<file path="src/hsps_consts.svh">
`ifndef HSPS_CONSTS_SVH
`define HSPS_CONSTS_SVH

// Reset timeout and clock rate
`define HSPS_CLK_HZ          125000000
`define HSPS_TIMEOUT_US      200
`define HSPS_TIMEOUT_CYC     ((`HSPS_TIMEOUT_US * (`HSPS_CLK_HZ / 1000000)))
`define HSPS_TMR_W           32

// Width of the synchronised pin bundle
`define HSPS_PIN_W           12

// Supply select encodings
`define HSPS_SEL_BOTH        2'h0
`define HSPS_SEL_5V          2'h1
`define HSPS_SEL_3V          2'h2

// Comparator inputs: bit 0 is 5V, bit 1 is 3.3V
`define HSPS_BIT_5V          0
`define HSPS_BIT_3V          1

`endif

</file>
<file path="src/hsps_pkg.sv">
package hsps_pkg;

    typedef enum logic [2:0] {
        HSPS_OFF      = 3'b000,
        HSPS_SEATED   = 3'b001,
        HSPS_RAMP     = 3'b010,
        HSPS_CARD_OK  = 3'b011,
        HSPS_READY    = 3'b100
    } hsps_state_t;

    typedef enum logic [1:0] {
        HSPS_DL_IDLE  = 2'b00,
        HSPS_DL_ARMED = 2'b01,
        HSPS_DL_RUN   = 2'b10,
        HSPS_DL_SPENT = 2'b11
    } hsps_dl_t;

endpackage

</file>
<file path="src/hsps_sync.sv">
`timescale 1ns/1ns
`default_nettype none

module hsps_sync
#(
    parameter int W = 1
)
(
    // Clock and reset
    input  wire logic         clk_sys,
    input  wire logic         rst,
    // Data
    input  wire logic [W-1:0] async_in,
    output logic      [W-1:0] sync_out
);

    typedef struct packed {
        logic [W-1:0] meta;
        logic [W-1:0] stable;
    } hsps_sync_st_t;

    hsps_sync_st_t st_reg;
    hsps_sync_st_t st_next;

    always_comb
    begin
        st_next        = st_reg;
        st_next.meta   = async_in;
        st_next.stable = st_reg.meta;
    end

    always_ff @(posedge clk_sys)
    begin
        if (rst)
        begin
            st_reg <= '0;
        end
        else
        begin
            st_reg <= st_next;
        end
    end

    assign sync_out = st_reg.stable;

endmodule

`default_nettype wire

</file>
<file path="src/hsps_seq.sv">
// Behaviour
// - Static high enable permits one download
// - Download waits for timeout then select high
// - Select drop ends download mode
// - Power-down shorts both gates off fast
// - Power-on gives inactive outputs, gates off
// - Low power permit inhibits power-up outputs
// - Power permit loss drops power, restarting reset/timer
// - Host reset low holds resets asserted
// - Host reset release starts timer, holds reset
// - Supply select picks 5V, 3V or both
// - Good supplies plus permit release gates
// - Driver enable asserts with gate release
// - Card supplies good start timer, voltage good
// - Timeout releases resets, asserts card ready
// - Host supply loss resets and drivers off
// - Card supply loss asserts resets
// - Arm download on held rising enable edge
// - Armed plus select: zero bit, data from zero
`timescale 1ns/1ns
`default_nettype none
`include "hsps_consts.svh"

module hsps_seq
    import hsps_pkg::*;
#(
    parameter int TIMEOUT_CYC = `HSPS_TIMEOUT_CYC
)
(
    // Clock and reset
    input  wire logic       clk_sys,
    input  wire logic       rst,
    // Host side pins
    input  wire logic       host_power_permit,
    input  wire logic       host_reset_in_n,
    input  wire logic [1:0] supply_select,
    input  wire logic [1:0] host_supply_good,
    input  wire logic       seat_detect_a_n,
    input  wire logic       seat_detect_b_n,
    // Card side monitors
    input  wire logic [1:0] card_supply_good,
    // Download control pins
    input  wire logic       download_enable_pin,
    input  wire logic       chip_select,
    // Power control outputs
    output logic            gate_drive_low_rail,
    output logic            gate_drive_high_rail,
    output logic            high_side_driver_enable_n,
    output logic            card_voltage_good,
    output logic            card_ready_n,
    output logic            card_reset_n,
    output logic            card_reset,
    // Download status
    output logic            download_active,
    output logic            download_lead_zero,
    output logic            download_addr_clear
);

    typedef struct packed {
        hsps_state_t           state;
        logic [`HSPS_TMR_W-1:0] tmr;
        logic                  in_reset;
        hsps_dl_t              dl;
        logic                  dd_prev;
        logic                  lead;
        logic                  gate_on;
        logic                  vgood;
        logic                  ready;
    } hsps_st_t;

    hsps_st_t st_reg;
    hsps_st_t st_next;

    logic [`HSPS_PIN_W-1:0] raw_in;
    logic [`HSPS_PIN_W-1:0] syn;
    logic                   permit;
    logic                   hrst_n;
    logic [1:0]             sel;
    logic [1:0]             hgood;
    logic [1:0]             seat_n;
    logic                   seated;
    logic [1:0]             cgood;
    logic                   dd;
    logic                   cs;
    logic                   host_ok;
    logic                   card_ok;

    // Every pin is asynchronous to clk_sys; one bundle keeps equal latency
    assign raw_in = {chip_select, host_power_permit, host_reset_in_n, supply_select,
                     host_supply_good, seat_detect_a_n, seat_detect_b_n, card_supply_good,
                     download_enable_pin};

    hsps_sync #(.W(`HSPS_PIN_W)) u_sync_pins
    (
        .clk_sys  (clk_sys),
        .rst      (rst),
        .async_in (raw_in),
        .sync_out (syn)
    );

    assign {cs, permit, hrst_n, sel, hgood, seat_n, cgood, dd} = syn;
    assign seated = ~|seat_n;

    // Qualify only the selected rails; the spare select code means both
    assign host_ok = (sel == `HSPS_SEL_5V) ? hgood[`HSPS_BIT_5V]
                   : (sel == `HSPS_SEL_3V) ? hgood[`HSPS_BIT_3V] : &hgood;
    assign card_ok = (sel == `HSPS_SEL_5V) ? cgood[`HSPS_BIT_5V]
                   : (sel == `HSPS_SEL_3V) ? cgood[`HSPS_BIT_3V] : &cgood;

    always_comb
    begin
        st_next         = st_reg;
        st_next.dd_prev = dd;

        // Power path; permit gates progress, and its loss also restarts the reset timer
        case (st_reg.state)
            HSPS_OFF:
            begin
                if (seated)
                begin
                    st_next.state = HSPS_SEATED;
                end
            end
            HSPS_SEATED:
            begin
                if (host_ok && permit)
                begin
                    st_next.state = HSPS_RAMP;
                end
            end
            HSPS_RAMP, HSPS_CARD_OK, HSPS_READY:
            begin
                if (card_ok && st_reg.state == HSPS_RAMP)
                begin
                    st_next.state = HSPS_CARD_OK;
                end
            end
            default:
            begin
                st_next.state = HSPS_OFF;
            end
        endcase

        // Loss of seating, permit or host rail drops power at once
        if (st_reg.state != HSPS_OFF && st_reg.state != HSPS_SEATED
            && (!host_ok || !permit || !seated))
        begin
            st_next.state = seated ? HSPS_SEATED : HSPS_OFF;
        end
        else if (st_reg.state != HSPS_OFF && !seated)
        begin
            st_next.state = HSPS_OFF;
        end
        else if ((st_reg.state == HSPS_CARD_OK || st_reg.state == HSPS_READY) && !card_ok)
        begin
            st_next.state = HSPS_RAMP;
        end

        st_next.gate_on = (st_next.state == HSPS_RAMP || st_next.state == HSPS_CARD_OK
                           || st_next.state == HSPS_READY);
        st_next.vgood   = (st_next.state == HSPS_CARD_OK || st_next.state == HSPS_READY);

        // Reset timer; any reset cause restarts the count
        if (!hrst_n || !st_next.vgood)
        begin
            st_next.in_reset = 1'b1;
            st_next.tmr      = '0;
        end
        else if (st_reg.in_reset)
        begin
            if (st_reg.tmr >= `HSPS_TMR_W'(TIMEOUT_CYC - 1))
            begin
                st_next.in_reset = 1'b0;
            end
            else
            begin
                st_next.tmr = st_reg.tmr + `HSPS_TMR_W'(1);
            end
        end
        st_next.ready = !st_next.in_reset && st_next.vgood;

        // Download arming, once per rising edge; the run starts only outside reset
        st_next.lead = 1'b0;
        case (st_reg.dl)
            HSPS_DL_IDLE:
            begin
                if (dd && !st_reg.dd_prev)
                begin
                    st_next.dl = HSPS_DL_ARMED;
                end
            end
            HSPS_DL_ARMED:
            begin
                if (!dd)
                begin
                    st_next.dl = HSPS_DL_IDLE;
                end
                else if (cs && !st_reg.in_reset)
                begin
                    st_next.dl   = HSPS_DL_RUN;
                    st_next.lead = 1'b1;
                end
            end
            HSPS_DL_RUN:
            begin
                if (!cs)
                begin
                    st_next.dl = HSPS_DL_SPENT;
                end
            end
            HSPS_DL_SPENT:
            begin
                if (!dd)
                begin
                    st_next.dl = HSPS_DL_IDLE;
                end
            end
            default:
            begin
                st_next.dl = HSPS_DL_IDLE;
            end
        endcase
    end

    // Pin high out of reset counts as a rising edge (dd_prev clears)
    always_ff @(posedge clk_sys)
    begin
        if (rst)
        begin
            st_reg          <= '0;
            st_reg.state    <= HSPS_OFF;
            st_reg.dl       <= HSPS_DL_IDLE;
            st_reg.in_reset <= 1'b1;
        end
        else
        begin
            st_reg <= st_next;
        end
    end

    assign gate_drive_low_rail       = st_reg.gate_on;
    assign gate_drive_high_rail      = st_reg.gate_on;
    assign high_side_driver_enable_n = ~st_reg.gate_on;
    assign card_voltage_good         = st_reg.vgood;
    assign card_ready_n              = ~st_reg.ready;
    assign card_reset                = st_reg.in_reset;
    assign card_reset_n              = ~st_reg.in_reset;
    assign download_active           = (st_reg.dl == HSPS_DL_RUN);
    assign download_lead_zero        = st_reg.lead;
    assign download_addr_clear       = st_reg.lead;

    chk_reset_pair: assert property (@(posedge clk_sys) disable iff (rst)
        card_reset != card_reset_n)
        else $error("Reset outputs not complementary");
    chk_gate_drv: assert property (@(posedge clk_sys) disable iff (rst)
        gate_drive_low_rail == ~high_side_driver_enable_n)
        else $error("Driver enable not with gates");
    chk_host_rst: assert property (@(posedge clk_sys) disable iff (rst)
        !host_reset_in_n [*3] |=> card_reset)
        else $error("Host reset did not hold reset");
    chk_permit_off: assert property (@(posedge clk_sys) disable iff (rst)
        !host_power_permit [*4] |-> !gate_drive_high_rail)
        else $error("Gates on without permit");
    chk_ready_rst: assert property (@(posedge clk_sys) disable iff (rst)
        !card_ready_n |-> !card_reset && card_voltage_good)
        else $error("Ready while in reset");
    chk_seat_gate: assert property (@(posedge clk_sys) disable iff (rst)
        $rose(gate_drive_low_rail) |-> seated)
        else $error("Gates on while unseated");
    chk_dl_exit: assert property (@(posedge clk_sys) disable iff (rst)
        download_active && !cs |=> !download_active)
        else $error("Download not left on deselect");
    chk_dl_start: assert property (@(posedge clk_sys) disable iff (rst)
        $rose(download_active) |-> $past(!st_reg.in_reset) && download_lead_zero)
        else $error("Download began during reset");
    chk_rst_release: assert property (@(posedge clk_sys) disable iff (rst)
        $fell(card_reset) |-> $past(st_reg.tmr) >= `HSPS_TMR_W'(TIMEOUT_CYC - 1))
        else $error("Reset released early");

    cov_ready: cover property (@(posedge clk_sys) $fell(card_ready_n));
    cov_dl: cover property (@(posedge clk_sys) $fell(download_active));
    cov_drop: cover property (@(posedge clk_sys) $fell(gate_drive_low_rail));

endmodule

`default_nettype wire

</file>
<file path="config.mk">
export PLATFORM = sky130hd
export DESIGN_NAME = hsps_seq
export DESIGN_NICKNAME = d
export VERILOG_FILES = /design/src/hsps_pkg.sv /design/src/hsps_sync.sv /design/src/hsps_seq.sv
export VERILOG_INCLUDE_DIRS = /design/src
export SDC_FILE = /design/constraint.sdc
export NUM_CORES = 1
export LEC_CHECK = 0
export BUFFER_PORTS_ARGS = -buffer_cell sky130_fd_sc_hd__buf_4
export CAP_MARGIN = 20
export CORE_MARGIN = 3
export CORE_UTILIZATION = 61
export DETAILED_ROUTE_END_ITERATION = 16
export GPL_TIMING_DRIVEN = 0
export PLACE_DENSITY = 0.89
export SETUP_SLACK_MARGIN = 0.02
export SLEW_MARGIN = 30
export SYNTH_ARGS = -nofsm -noshare
export SYNTH_HDL_FRONTEND = slang
export SYNTH_SLANG_ARGS = --single-unit
export TNS_END_PERCENT = 20
</file>
<file path="constraint.sdc">
create_clock -name clk_sys -period 5.15 [get_ports clk_sys]
set_input_delay 0.7725 -clock clk_sys [delete_from_list [all_inputs] [get_ports clk_sys]]
set_output_delay 0.7725 -clock clk_sys [all_outputs]
set_load 0.01 [all_outputs]
</file>
After elaboration in Yosys (flattened, before gate mapping)

Index checks and enable logic that the tools add are counted.

Bits in registers: 67
Input bits: 14
Output and inout bits: 10

Add/sub/neg operators: 1
Order comparisons: 1
Equality and inequality tests: 17
Mux-type cells: 22
Bitwise operators: 6
Reductions and logical operators: 35

Operator list:

| cell                    | count |
|---|---|
| $add A32 B1 Y32 const B | 1 |
| $ge A32 B15 Y1 const B  | 1 |
| $mux W3                 | 6 |
| $eq A3 B2 Y1 const B    | 4 |
| $mux W2                 | 5 |
| $logic_and A1 B1 Y1     | 9 |
| $mux W1                 | 9 |
| $pmux W3 S3             | 1 |
| $logic_not A1 Y1        | 8 |
| $pmux W2 S4             | 1 |
| $logic_or A1 B1 Y1      | 7 |
| $eq A2 B2 Y1 const B    | 3 |
| $eq A3 B3 Y1 const B    | 2 |
| $ne A2 B2 Y1 const B    | 3 |
| $not A1 Y1              | 6 |
| $reduce_and A2 Y1       | 3 |
| $reduce_or A3 Y1        | 2 |
| $eq A2 B1 Y1 const B    | 2 |
| $reduce_and A4 Y1       | 1 |
| $reduce_or A2 Y1        | 2 |
| $eq A3 B1 Y1 const B    | 1 |
| $logic_not A3 Y1        | 1 |
| $ne A3 B1 Y1 const B    | 1 |
| $ne A3 B3 Y1 const B    | 1 |
| other kinds (2)         | 2 |

Longest topological paths before layout

Gate-level depths: netlist of the first run.

Depth after elaboration: 16
Gate-level depth with buffers: 8

Modules after synthesis

Synthesis of the first run repeated with hierarchy kept, for this count alone.

Cell total of the unflattened synthesis: 264
Area, all modules: 2640.0 um^2

By module, submodules not included:

| module    | times used | cells each | area an instance (um^2) | seq. area each (um^2) |
|---|---|---|---|---|
| hsps_seq  | 1          | 214        | 1946.9                  | 860.8 |
| hsps_sync | 1          | 50         | 693.2                   | 480.5 |

Worst setup path before layout of the first run

Ideal clock, no wire load.

Kind: register to register
From: reg st_reg[8] in the netlist's numbering
To: reg st_reg[13] in the netlist's numbering
Library setup time: 0.071 ns
Data arrival time: 1.911 ns
Setup slack: 3.168 ns
Stages on the path, launching flop included: 8
Buffers on the path: 1
Clock period less this slack: 1.982 ns
Path through: dfxtp_1 -> ha_1 -> a211oi_2 -> o211ai_1 -> a211o_1 -> buf_2 -> or4_1 -> a21oi_1

Cells in the longest elaborated chain, start to end: 3
Elaborated cells on any way between the ends: 4
Those cells by class: add/sub: 1; order compare: 1; bitwise: 1; reduce/logical: 1

RTL lines:

| what                        | RTL line        | source |
|---|---|---|
| start, declared             | hsps_seq.sv:71  | `hsps_st_t st_reg;` |
| start signal, assigned      | hsps_seq.sv:237 | `st_reg <= st_next;` |
| $ge A32 B15 Y1              | hsps_seq.sv:171 | `` if (st_reg.tmr >= `HSPS_TMR_W'(TIMEOUT_CYC - 1)) `` |
| $not A1 Y1 (no line)        | -               |  |
| $reduce_and A2 Y1 (no line) | -               |  |

Parallel ways exist; a longest one is shown, timed or not.
A chain may end at the register's enable or synchronous reset.

Worst setup path in the final report of the first run

Same ends and word-level chain as after synthesis.

==> results of run 1 <==
[cell usage in the layout (no fill, tap or decap), types with 2 or more instances in the layout]
| master | instances |
|---|---|
| a21boi_0 | 2 |
| clkinv_2 | 2 |
| buf_4 | 24 |
| clkbuf_8 | 12 |
| nor2_1 | 9 |
| buf_2 | 2 |
| nor2b_1 | 29 |
| and2_1 | 20 |
| o21a_1 | 3 |
| o21ai_0 | 7 |
| nand2_1 | 12 |
| o31ai_1 | 6 |
| or3_1 | 5 |
| a21oi_1 | 13 |
| dfxtp_1 | 67 |
| nand4_1 | 4 |
| nand2b_1 | 3 |
| and3_1 | 3 |
| nor3_1 | 3 |
| nand3_1 | 9 |
| inv_1 | 6 |
| nor4_1 | 4 |
| clkbuf_1 | 9 |
| mux2i_1 | 2 |
| or4_1 | 6 |
[cell families after synthesis]
kind of cell    count (synthesis)
compound gates                 39
xor+xnor                        1
fa+ha+maj                       1
buf+inv                        18
flops                          67
mux                             2
simple gates                  112
[worst max-delay path: cells and delay by family, from the launching register on]
kind / cells / cell delay [ns]
buffers and inverters: 1 / 0.17
DFF: 1 / 0.34
adders and majority gates: 1 / 0.28
AOI/OAI and AO/OA: 4 / 0.84
and+or+nand+nor: 1 / 0.52
[through the flow]
| step | utilization (%) | std cells | area (um2) | hold WS, ns | worst slack (ns) |
|---|---|---|---|---|---|
| finish | 75.1 | 325 | 2770 | 0.435 | 2.92 |
| global route | 75.1 | 325 | 2770 | 0.458 | 2.83 |
| floorplan | - | 240 | 2370 | 0.414 | 3.17 |
| detailed placement | 70.3 | 310 | 2590 | 0.421 | 2.93 |
| CTS | 75.1 | 325 | 2770 | 0.436 | 2.92 |
| global placement | 70.3 | 310 | 2590 | 0.418 | 2.95 |
[path summary, 6_finish.rpt]
| kind | startpoint | end | slack [ns] | cells past startpoint |
|---|---|---|---|---|
| min | u_sync_pins.st_next[2]$_SDFF_PP0_ | u_sync_pins.sync_out[2]$_SDFF_PP0_ | 0.44 | 1 |
| max reg2reg | st_reg[8]$_SDFFE_PP0P_ | st_reg[13]$_SDFFE_PP0P_ | 2.92 | 7 |
| max | st_reg[8]$_SDFFE_PP0P_ | st_reg[13]$_SDFFE_PP0P_ | 2.92 | 7 |
| min reg2reg | u_sync_pins.st_next[2]$_SDFF_PP0_ | u_sync_pins.sync_out[2]$_SDFF_PP0_ | 0.44 | 1 |
[power by group through the flow]
stage	clock network, mW	registers, mW	logic, mW
2_1_floorplan	0	0.541	0.0128
3_3_place_gp	0	0.542	0.0207
3_5_place_dp	0	0.543	0.0216
4_1_cts	0.395	0.531	0.0220
5_1_grt	0.418	0.531	0.0247
6_report	0.387	0.531	0.0218
[routing by layer]
layer | vias to the layer above | part of all wire, %
met3 | 7 | 4.3
met4 | 0 | 2.1
li1 | 895 | -
met5 | - | 0
met2 | 45 | 48
met1 | 784 | 46
[area by class of cell]
cell class,count,share of cell area [%]
multi-input cells,155,34.2
repair buffers,22,5.96
inverters,6,0.813
well taps,48,2.17
flip-flops and latches,67,48.4
plain buffers,12,1.99
clock buffers,13,6.09
clock inverters,2,0.361
==> results.json, run 1 <==
{
  "grt_pass1_wl_um": 6790,
  "status": "finished, final reports clean",
  "hpwl_um": 2800,
  "fin_skew_ns": 0.00540,
  "yosysSeqAreaShare_pct": 56.7,
  "die_h_um": 68.3,
  "hp-class": "flop to flop",
  "htreeDepth": 3,
  "fill_cells": 248,
  "power_frac_clock_pct": 41.2,
  "synth_seq_cells": 67,
  "synth_fa_ha_area_share_pct": 0.529,
  "ys_top_cells_by_count": "dfxtp_1 (67), nor2b_1 (29), and2_1 (20)",
  "clockBufferDepth": 2,
  "vias_per_cell": 5.33,
  "die_area_um2": 4660,
  "post_drt_wl_per_cell_um": 12.6,
  "power_switching_mw": 0.189,
  "rows": 22,
  "use_met3_pct": 7.39,
  "cts-root-buf": "clkbuf_8",
  "ioPinCount": 24,
  "setup_viol": 0,
  "fmax_mhz": 448,
  "nets": 288,
  "synth_ff_type": "dfxtp_1",
  "cts_tree": "yes",
  "syn_avg_cell_area_um2": 9.86,
  "vias": 1731,
  "grt_max_degree": 11,
  "synthesis.nets": 255,
  "drive_gt1_share_pct": 15.5,
  "tightest_slew_ns": 0.495,
  "post_cts_resize_count": 0,
  "clock_sinks": 67,
  "slew_violations": 0,
  "synth_simple_gate_area_share_pct": 27.5,
  "synth_compound_area_share_pct": 10.8,
  "critPathSlowestCell": "or4_1",
  "slowest_delay_ns": 0.52,
  "grt_overflow": 0,
  "hold_viol_final": 0,
  "total_power_mw": 0.940,
  "fin_tns_setup_ns": 0,
  "seq_area_um2": 1340,
  "gp_congestion": 0.804,
  "start_util_pct": 64.2,
  "synth-edff-count": 0,
  "synth_top_cell_by_area": "dfxtp_1",
  "p_leak_nw": 1.08,
  "grtUsageMet2_pct": 31.6,
  "async_flop_share_pct": 0,
  "vdd_drop_max_v": 0.000290,
  "p_per_area_nw_per_um2": 339,
  "cp_cell_sequence": "ha_1 -> a211oi_2 -> o211ai_1 -> a211o_1 -> buf_2 -> or4_1 -> a21oi_1",
  "cts_made_buffers": 9,
  "netlist_area_um2": 2370,
  "crit_fanout": 10,
  "max_cap_violations": 0,
  "largest_register_ffs": 38,
  "rsz0062_at_grt": "no",
  "drtAntennaViolNets": 0,
  "cts_hold_repair.buffers": 0,
  "syn2layout_area_growth_pct": 17.1,
  "drc": 0,
  "relSlewSlack_pct": 67.0,
  "p_int_mw": 0.751,
  "fin_crit_sh_pct": 43.3,
  "ys.warnings.count": 0,
  "worstPathArrival_ns": 2.49,
  "coreArea_um2": 3690,
  "synth_top_area_share_pct": 56.7,
  "top_usage_layer": "met2",
  "synth.area.mux_share_pct": 0.846,
  "worstSetupEndpointType": "flop",
  "grt_usage_pct": 20.2,
  "post_cts_buffers": 0,
  "synth_top_family_by_area": "simple AND/OR/NAND/NOR gates",
  "ys_types": 38,
  "antennaDiodeCount": 0,
  "synth.top_cells.by_area": "dfxtp_1 (57%), nor2b_1 (7.7%), and2_1 (5.3%)",
  "die_w_um": 68.3,
  "synth_xor_area_share_pct": 0.370,
  "grt_pass1_vias": 1550,
  "sw_frac_of_total_pct": 20.1,
  "path_class": "flop to flop",
  "min_period_ns": 2.23,
  "multi_input_area_um2": 948,
  "initialDrtViolationCount": 66,
  "cp-start-kind": "flop",
  "drt_pre_antenna_iters": 4,
  "clk_transition_reported_paths_ns": 0.06,
  "required_ns": 5.40,
  "insertion_delay_ns": 0.33,
  "yosysMostFrequentCell": "dfxtp_1",
  "port-buffer-count": 22,
  "p_comb_share_pct": 2.3,
  "seqPwrFrac_pct": 56.5,
  "syn_inst": 240,
  "antenna_found_initial": 0,
  "grt_use_met1_pct": 24.4,
  "wl_um": 4100
}
Power figures use the tool's default switching activity.
==> run 2: changes to the inputs <==
- CORE_UTILIZATION: 61 -> 51
- PLACE_DENSITY: 0.89 -> 0.8
- clock period: 5.15 -> 2 ns (I/O delays scaled with it)
==> results.json, run 2 (synthesis gave the netlist of run 1 again) <==
{
  "grt_overflow": 0,
  "die_area_um2": 5500,
  "vias_per_cell": 5.27,
  "cts_hold_repair.buffers": 0,
  "max_cap_violations": 0,
  "hold_viol_final": 0,
  "relSlewSlack_pct": 69.9,
  "htreeDepth": 3,
  "post_drt_wl_per_cell_um": 11.6,
  "clockBufferDepth": 2,
  "grt_max_degree": 12,
  "hpwl_um": 2650,
  "clk_transition_reported_paths_ns": 0.07,
  "vias": 1743,
  "fin_crit_sh_pct": 100,
  "fill_cells": 366,
  "antennaDiodeCount": 0,
  "die_w_um": 74.1,
  "insertion_delay_ns": 0.32,
  "p_leak_nw": 1.10,
  "multi_input_area_um2": 991,
  "drtAntennaViolNets": 0,
  "slew_violations": 0,
  "cts-root-buf": "clkbuf_8",
  "cts_made_buffers": 9,
  "clock_sinks": 67,
  "die_h_um": 74.1,
  "worstPathArrival_ns": 2.25,
  "cp-start-kind": "flop",
  "coreArea_um2": 4410,
  "status": "finished with violations",
  "setup_viol": 1,
  "violations": "negative setup slack",
  "vdd_drop_max_v": 0.000637,
  "largest_register_ffs": 38,
  "nets": 289,
  "seq_area_um2": 1350,
  "fin_tns_setup_ns": -0.000969,
  "path_class": "flop to flop",
  "placed_cell_area_um2": 2600,
  "fin_skew_ns": 0.00885,
  "drt_pre_antenna_iters": 4,
  "p_per_area_nw_per_um2": 871,
  "drive_gt1_share_pct": 19.0,
  "gp_congestion": 0.770,
  "required_ns": 2.25,
  "final_common_cell": "dfxtp_1",
  "drc": 0,
  "rows": 24,
  "tightest_slew_ns": 0.451,
  "grt_pass1_wl_um": 6640,
  "layout_common_cells": "dfxtp_1 (64), nor2b_1 (29), buf_4 (25), and2_1 (20), a21oi_1 (13)",
  "antenna_found_initial": 0,
  "start_util_pct": 53.6,
  "cts_tree": "yes",
  "min_period_ns": 2.00,
  "grt_usage_pct": 15.8,
  "initialDrtViolationCount": 144,
  "ioPinCount": 24,
  "setup_ws_ns": -0.000969,
  "wl_um": 3830,
  "worstSetupEndpointType": "flop",
  "rsz0062_at_grt": "yes",
  "fmax_mhz": 500,
  "stdcell_area_um2": 2860,
  "grt_pass1_vias": 1568,
  "port-buffer-count": 22,
  "hp-class": "input pin to flop",
  "syn2layout_area_growth_pct": 20.8,
  "crit_fanout": 5
}
run 2: final timing paths:
path | startpoint | to | slack [ns] | depth (start not counted)
worst max-delay path | st_reg[8]$_SDFFE_PP0P_ | st_reg[17]$_SDFFE_PP0P_ | -0.001 | 7
worst min-delay path | seat_detect_a_n | u_sync_pins.st_next[4]$_SDFF_PP0_ | 0.18 | 2
worst max register to register | st_reg[8]$_SDFFE_PP0P_ | st_reg[17]$_SDFFE_PP0P_ | -0.001 | 7
worst min register to register | u_sync_pins.st_next[8]$_SDFF_PP0_ | u_sync_pins.sync_out[8]$_SDFF_PP0_ | 0.44 | 1
run 2: layout make-up:
type | instances | share of cell area (%)
well taps | 52 | 2.27
flip-flops and latches | 67 | 47.1
repair buffers | 24 | 6.21
clock inverters | 4 | 1.75
plain buffers | 11 | 2.14
clock buffers | 12 | 5.07
multi-input cells | 155 | 34.6
inverters | 6 | 0.787
run 2: routing by layer:
layer	vias up	track usage (%)	wire length, um
li1	896	-	-
met1	794	19.7	1720
met2	49	24.5	1840
met3	4	6.49	239
met4	0	6.24	33
met5	-	0	0
run 2: timing repair:
action,CTS,global route
pin swaps,17,1
endpoints found under the hold margin,0,0
setup buffers,1,0
setup endpoints to repair,10,15
resized for setup,10,6
gates cloned,1,0
run 2: worst max-delay path, cell delays in order, from the launching register on:
cell and delay, ns:
dfxtp_4 0.36, ha_4 0.17, a211oi_2 0.18, o211ai_1 0.13, a211o_1 0.33, buf_2 0.16
or4_1 0.46, a21oi_1 0.12
run 2: where the power goes:
| group | leakage (nW) | internal, mW | switching (mW) |
|---|---|---|---|
| Clock | 0.0926 | 0.608 | 0.465 |
| Sequential | 0.547 | 1.36 | 0.00683 |
| Combinational | 0.459 | 0.0343 | 0.0199 |
run 2: through the flow:
stage / power [mW] / worst slack, ns / std cells / utilization [%] / hold slack (ns)
CTS: 2.53 / 0.00556 / 332 / 64.5 / 0.168
finish: 2.49 / -0.000969 / 331 / 64.8 / 0.184
detailed placement: 1.45 / -0.126 / 314 / 58.9 / 0.424
floorplan: 1.43 / 0.0628 / 240 / - / 0.414
global placement: 1.45 / -0.0894 / 314 / 58.9 / 0.418
global route: 2.61 / -0.102 / 331 / 64.8 / 0.168
==> run 3: changes to the inputs <==
- CAP_MARGIN: 20 -> 40
- CORE_ASPECT_RATIO: default -> 0.8
==> results.json, run 3 (synthesis gave the netlist of run 1 again) <==
{
  "status": "finished with violations",
  "power_frac_clock_pct": 53.5,
  "cp_cell_sequence": "ha_4 -> a211oi_2 -> o211ai_1 -> a211o_1 -> buf_6 -> or4b_4 -> a21oi_2",
  "power_switching_mw": 0.542,
  "antenna_found_initial": 0,
  "rsz0062_at_grt": "yes",
  "cts-root-buf": "clkbuf_8",
  "nets": 293,
  "vdd_drop_max_v": 0.000683,
  "fin_util_pct": 69.9,
  "fin_crit_sh_pct": 105,
  "drive_gt1_share_pct": 21.6,
  "violations": "negative setup slack",
  "cts_made_buffers": 9,
  "die_h_um": 66.9,
  "die_area_um2": 5500,
  "clock_sinks": 67,
  "seq_area_um2": 1350,
  "grt_overflow": 0,
  "syn2layout_area_growth_pct": 28.0,
  "tightest_slew_ns": 0.550,
  "min_period_ns": 2.10,
  "post_drt_wl_per_cell_um": 13.2,
  "htreeDepth": 3,
  "cts_tree": "yes",
  "clk_transition_reported_paths_ns": 0.07,
  "vias_per_cell": 5.37,
  "seqPwrFrac_pct": 44.7,
  "drtAntennaViolNets": 0,
  "fin_tns_setup_ns": -0.292,
  "cp-start-kind": "flop",
  "p_leak_nw": 1.17,
  "insertion_delay_ns": 0.35,
  "port-buffer-count": 22,
  "rows": 21,
  "fin_skew_ns": 0.00664,
  "p_int_mw": 2.51,
  "grt_pass1_vias": 1596,
  "coreArea_um2": 4340,
  "multi_input_area_um2": 1010,
  "wl_um": 4490,
  "sw_frac_of_total_pct": 17.8,
  "largest_register_ffs": 38,
  "start_util_pct": 54.6,
  "hpwl_um": 2750,
  "drt_pre_antenna_iters": 4,
  "setup_viol": 7,
  "grt_pass1_wl_um": 7190,
  "hold_viol_final": 0,
  "stdcell_area_um2": 3030,
  "slew_violations": 0,
  "final_common_cell": "dfxtp_1",
  "timing.hold.ws_ns": 0.157,
  "fill_cells": 335,
  "cp_top_family": "compound AO/OA/AOI/OAI gates",
  "hp-class": "input pin to flop",
  "initialDrtViolationCount": 79,
  "vias": 1827,
  "critPathSlowestCell": "or4b_4",
  "grt_max_degree": 13,
  "gp_congestion": 0.828,
  "path_class": "flop to flop",
  "die_w_um": 82.2,
  "antennaDiodeCount": 0,
  "p_per_area_nw_per_um2": 1010,
  "worst-path-buf-inv": 1,
  "worstPathArrival_ns": 2.38,
  "ioPinCount": 24,
  "relSlewSlack_pct": 63.4,
  "p_comb_share_pct": 1.8,
  "setup_ws_ns": -0.0978,
  "required_ns": 2.28,
  "crit_fanout": 5,
  "layout_common_cells": "dfxtp_1 (65), nor2b_1 (29), buf_4 (29), and2_1 (20), nand2_1 (12)",
  "fmax_mhz": 477,
  "slowest_delay_ns": 0.49,
  "max_cap_violations": 0,
  "placed_cell_area_um2": 2610,
  "drc": 0,
  "worstSetupEndpointType": "flop",
  "grt_usage_pct": 18.2,
  "clockBufferDepth": 2
}
run 3: changes by cell type in the layout (fill, tap and decap cells not counted), sizes merged:
cell,change
clkbuf,-2
bufinv,+4
clkinvlp,-2
buf,+4
clkinv,-1
inv,+1
run 3: final cells by class:
cell class | count | area share [%]
Sequential cell | 67 | 44.5
Multi-Input combinational cell | 155 | 33.4
Timing Repair Buffer | 27 | 6.82
Clock inverter | 6 | 5.25
Clock buffer | 10 | 4.54
Buffer | 12 | 2.35
Tap cell | 57 | 2.35
Inverter | 6 | 0.743
run 3: power groups by stage:
stage | clock network (mW) | logic, mW | registers, mW
6_report | 1.63 | 0.0561 | 1.36
5_1_grt | 1.71 | 0.0635 | 1.37
4_1_cts | 1.65 | 0.0571 | 1.36
3_5_place_dp | 0 | 0.0570 | 1.40
3_3_place_gp | 0 | 0.0543 | 1.40
2_1_floorplan | 0 | 0.0330 | 1.39
run 3: worst paths after layout:
kind / cells after the start / from / to / slack [ns]
setup reg to reg: 7 / st_reg[8]$_SDFFE_PP0P_ / st_reg[21]$_SDFFE_PP0P_ / -0.1
setup / recovery: 7 / st_reg[8]$_SDFFE_PP0P_ / st_reg[21]$_SDFFE_PP0P_ / -0.1
hold / removal: 2 / seat_detect_a_n / u_sync_pins.st_next[4]$_SDFF_PP0_ / 0.16
hold reg to reg: 1 / u_sync_pins.st_next[5]$_SDFF_PP0_ / u_sync_pins.sync_out[5]$_SDFF_PP0_ / 0.44
run 3: layer usage:
layer / wire length, um / track usage [%] / up-vias
li1: - / - / 907
met1: 2070 / 22.4 / 853
met2: 2100 / 26.5 / 57
met3: 254 / 10.3 / 10
met4: 68 / 6.64 / 0
met5: 0 / 0 / -
run 3: through the flow:
stage / std cells / total power, mW / setup WS [ns]
global route: 340 / 3.13 / -0.192
finish: 340 / 3.05 / -0.0978
detailed placement: 319 / 1.45 / -0.0991
global placement: 319 / 1.45 / -0.0814
floorplan: 240 / 1.43 / 0.0628
CTS: 339 / 3.07 / -0.0256
run 3: worst reg2reg max path, stage by stage (launching register included):
cell	delay (ns)
dfxtp_4	0.35
ha_4	0.16
a211oi_2	0.24
o211ai_1	0.15
a211o_1	0.34
buf_6	0.15
or4b_4	0.49
a21oi_2	0.14
run 3: repair_timing:
item                                    4_1_cts  5_1_grt
endpoints found under the setup margin       12       15
pin swaps                                    15        7
cloned                                        1        0
setup buffers                                 3        1
gates resized for setup                      10       15
hold buffers                                  0        0
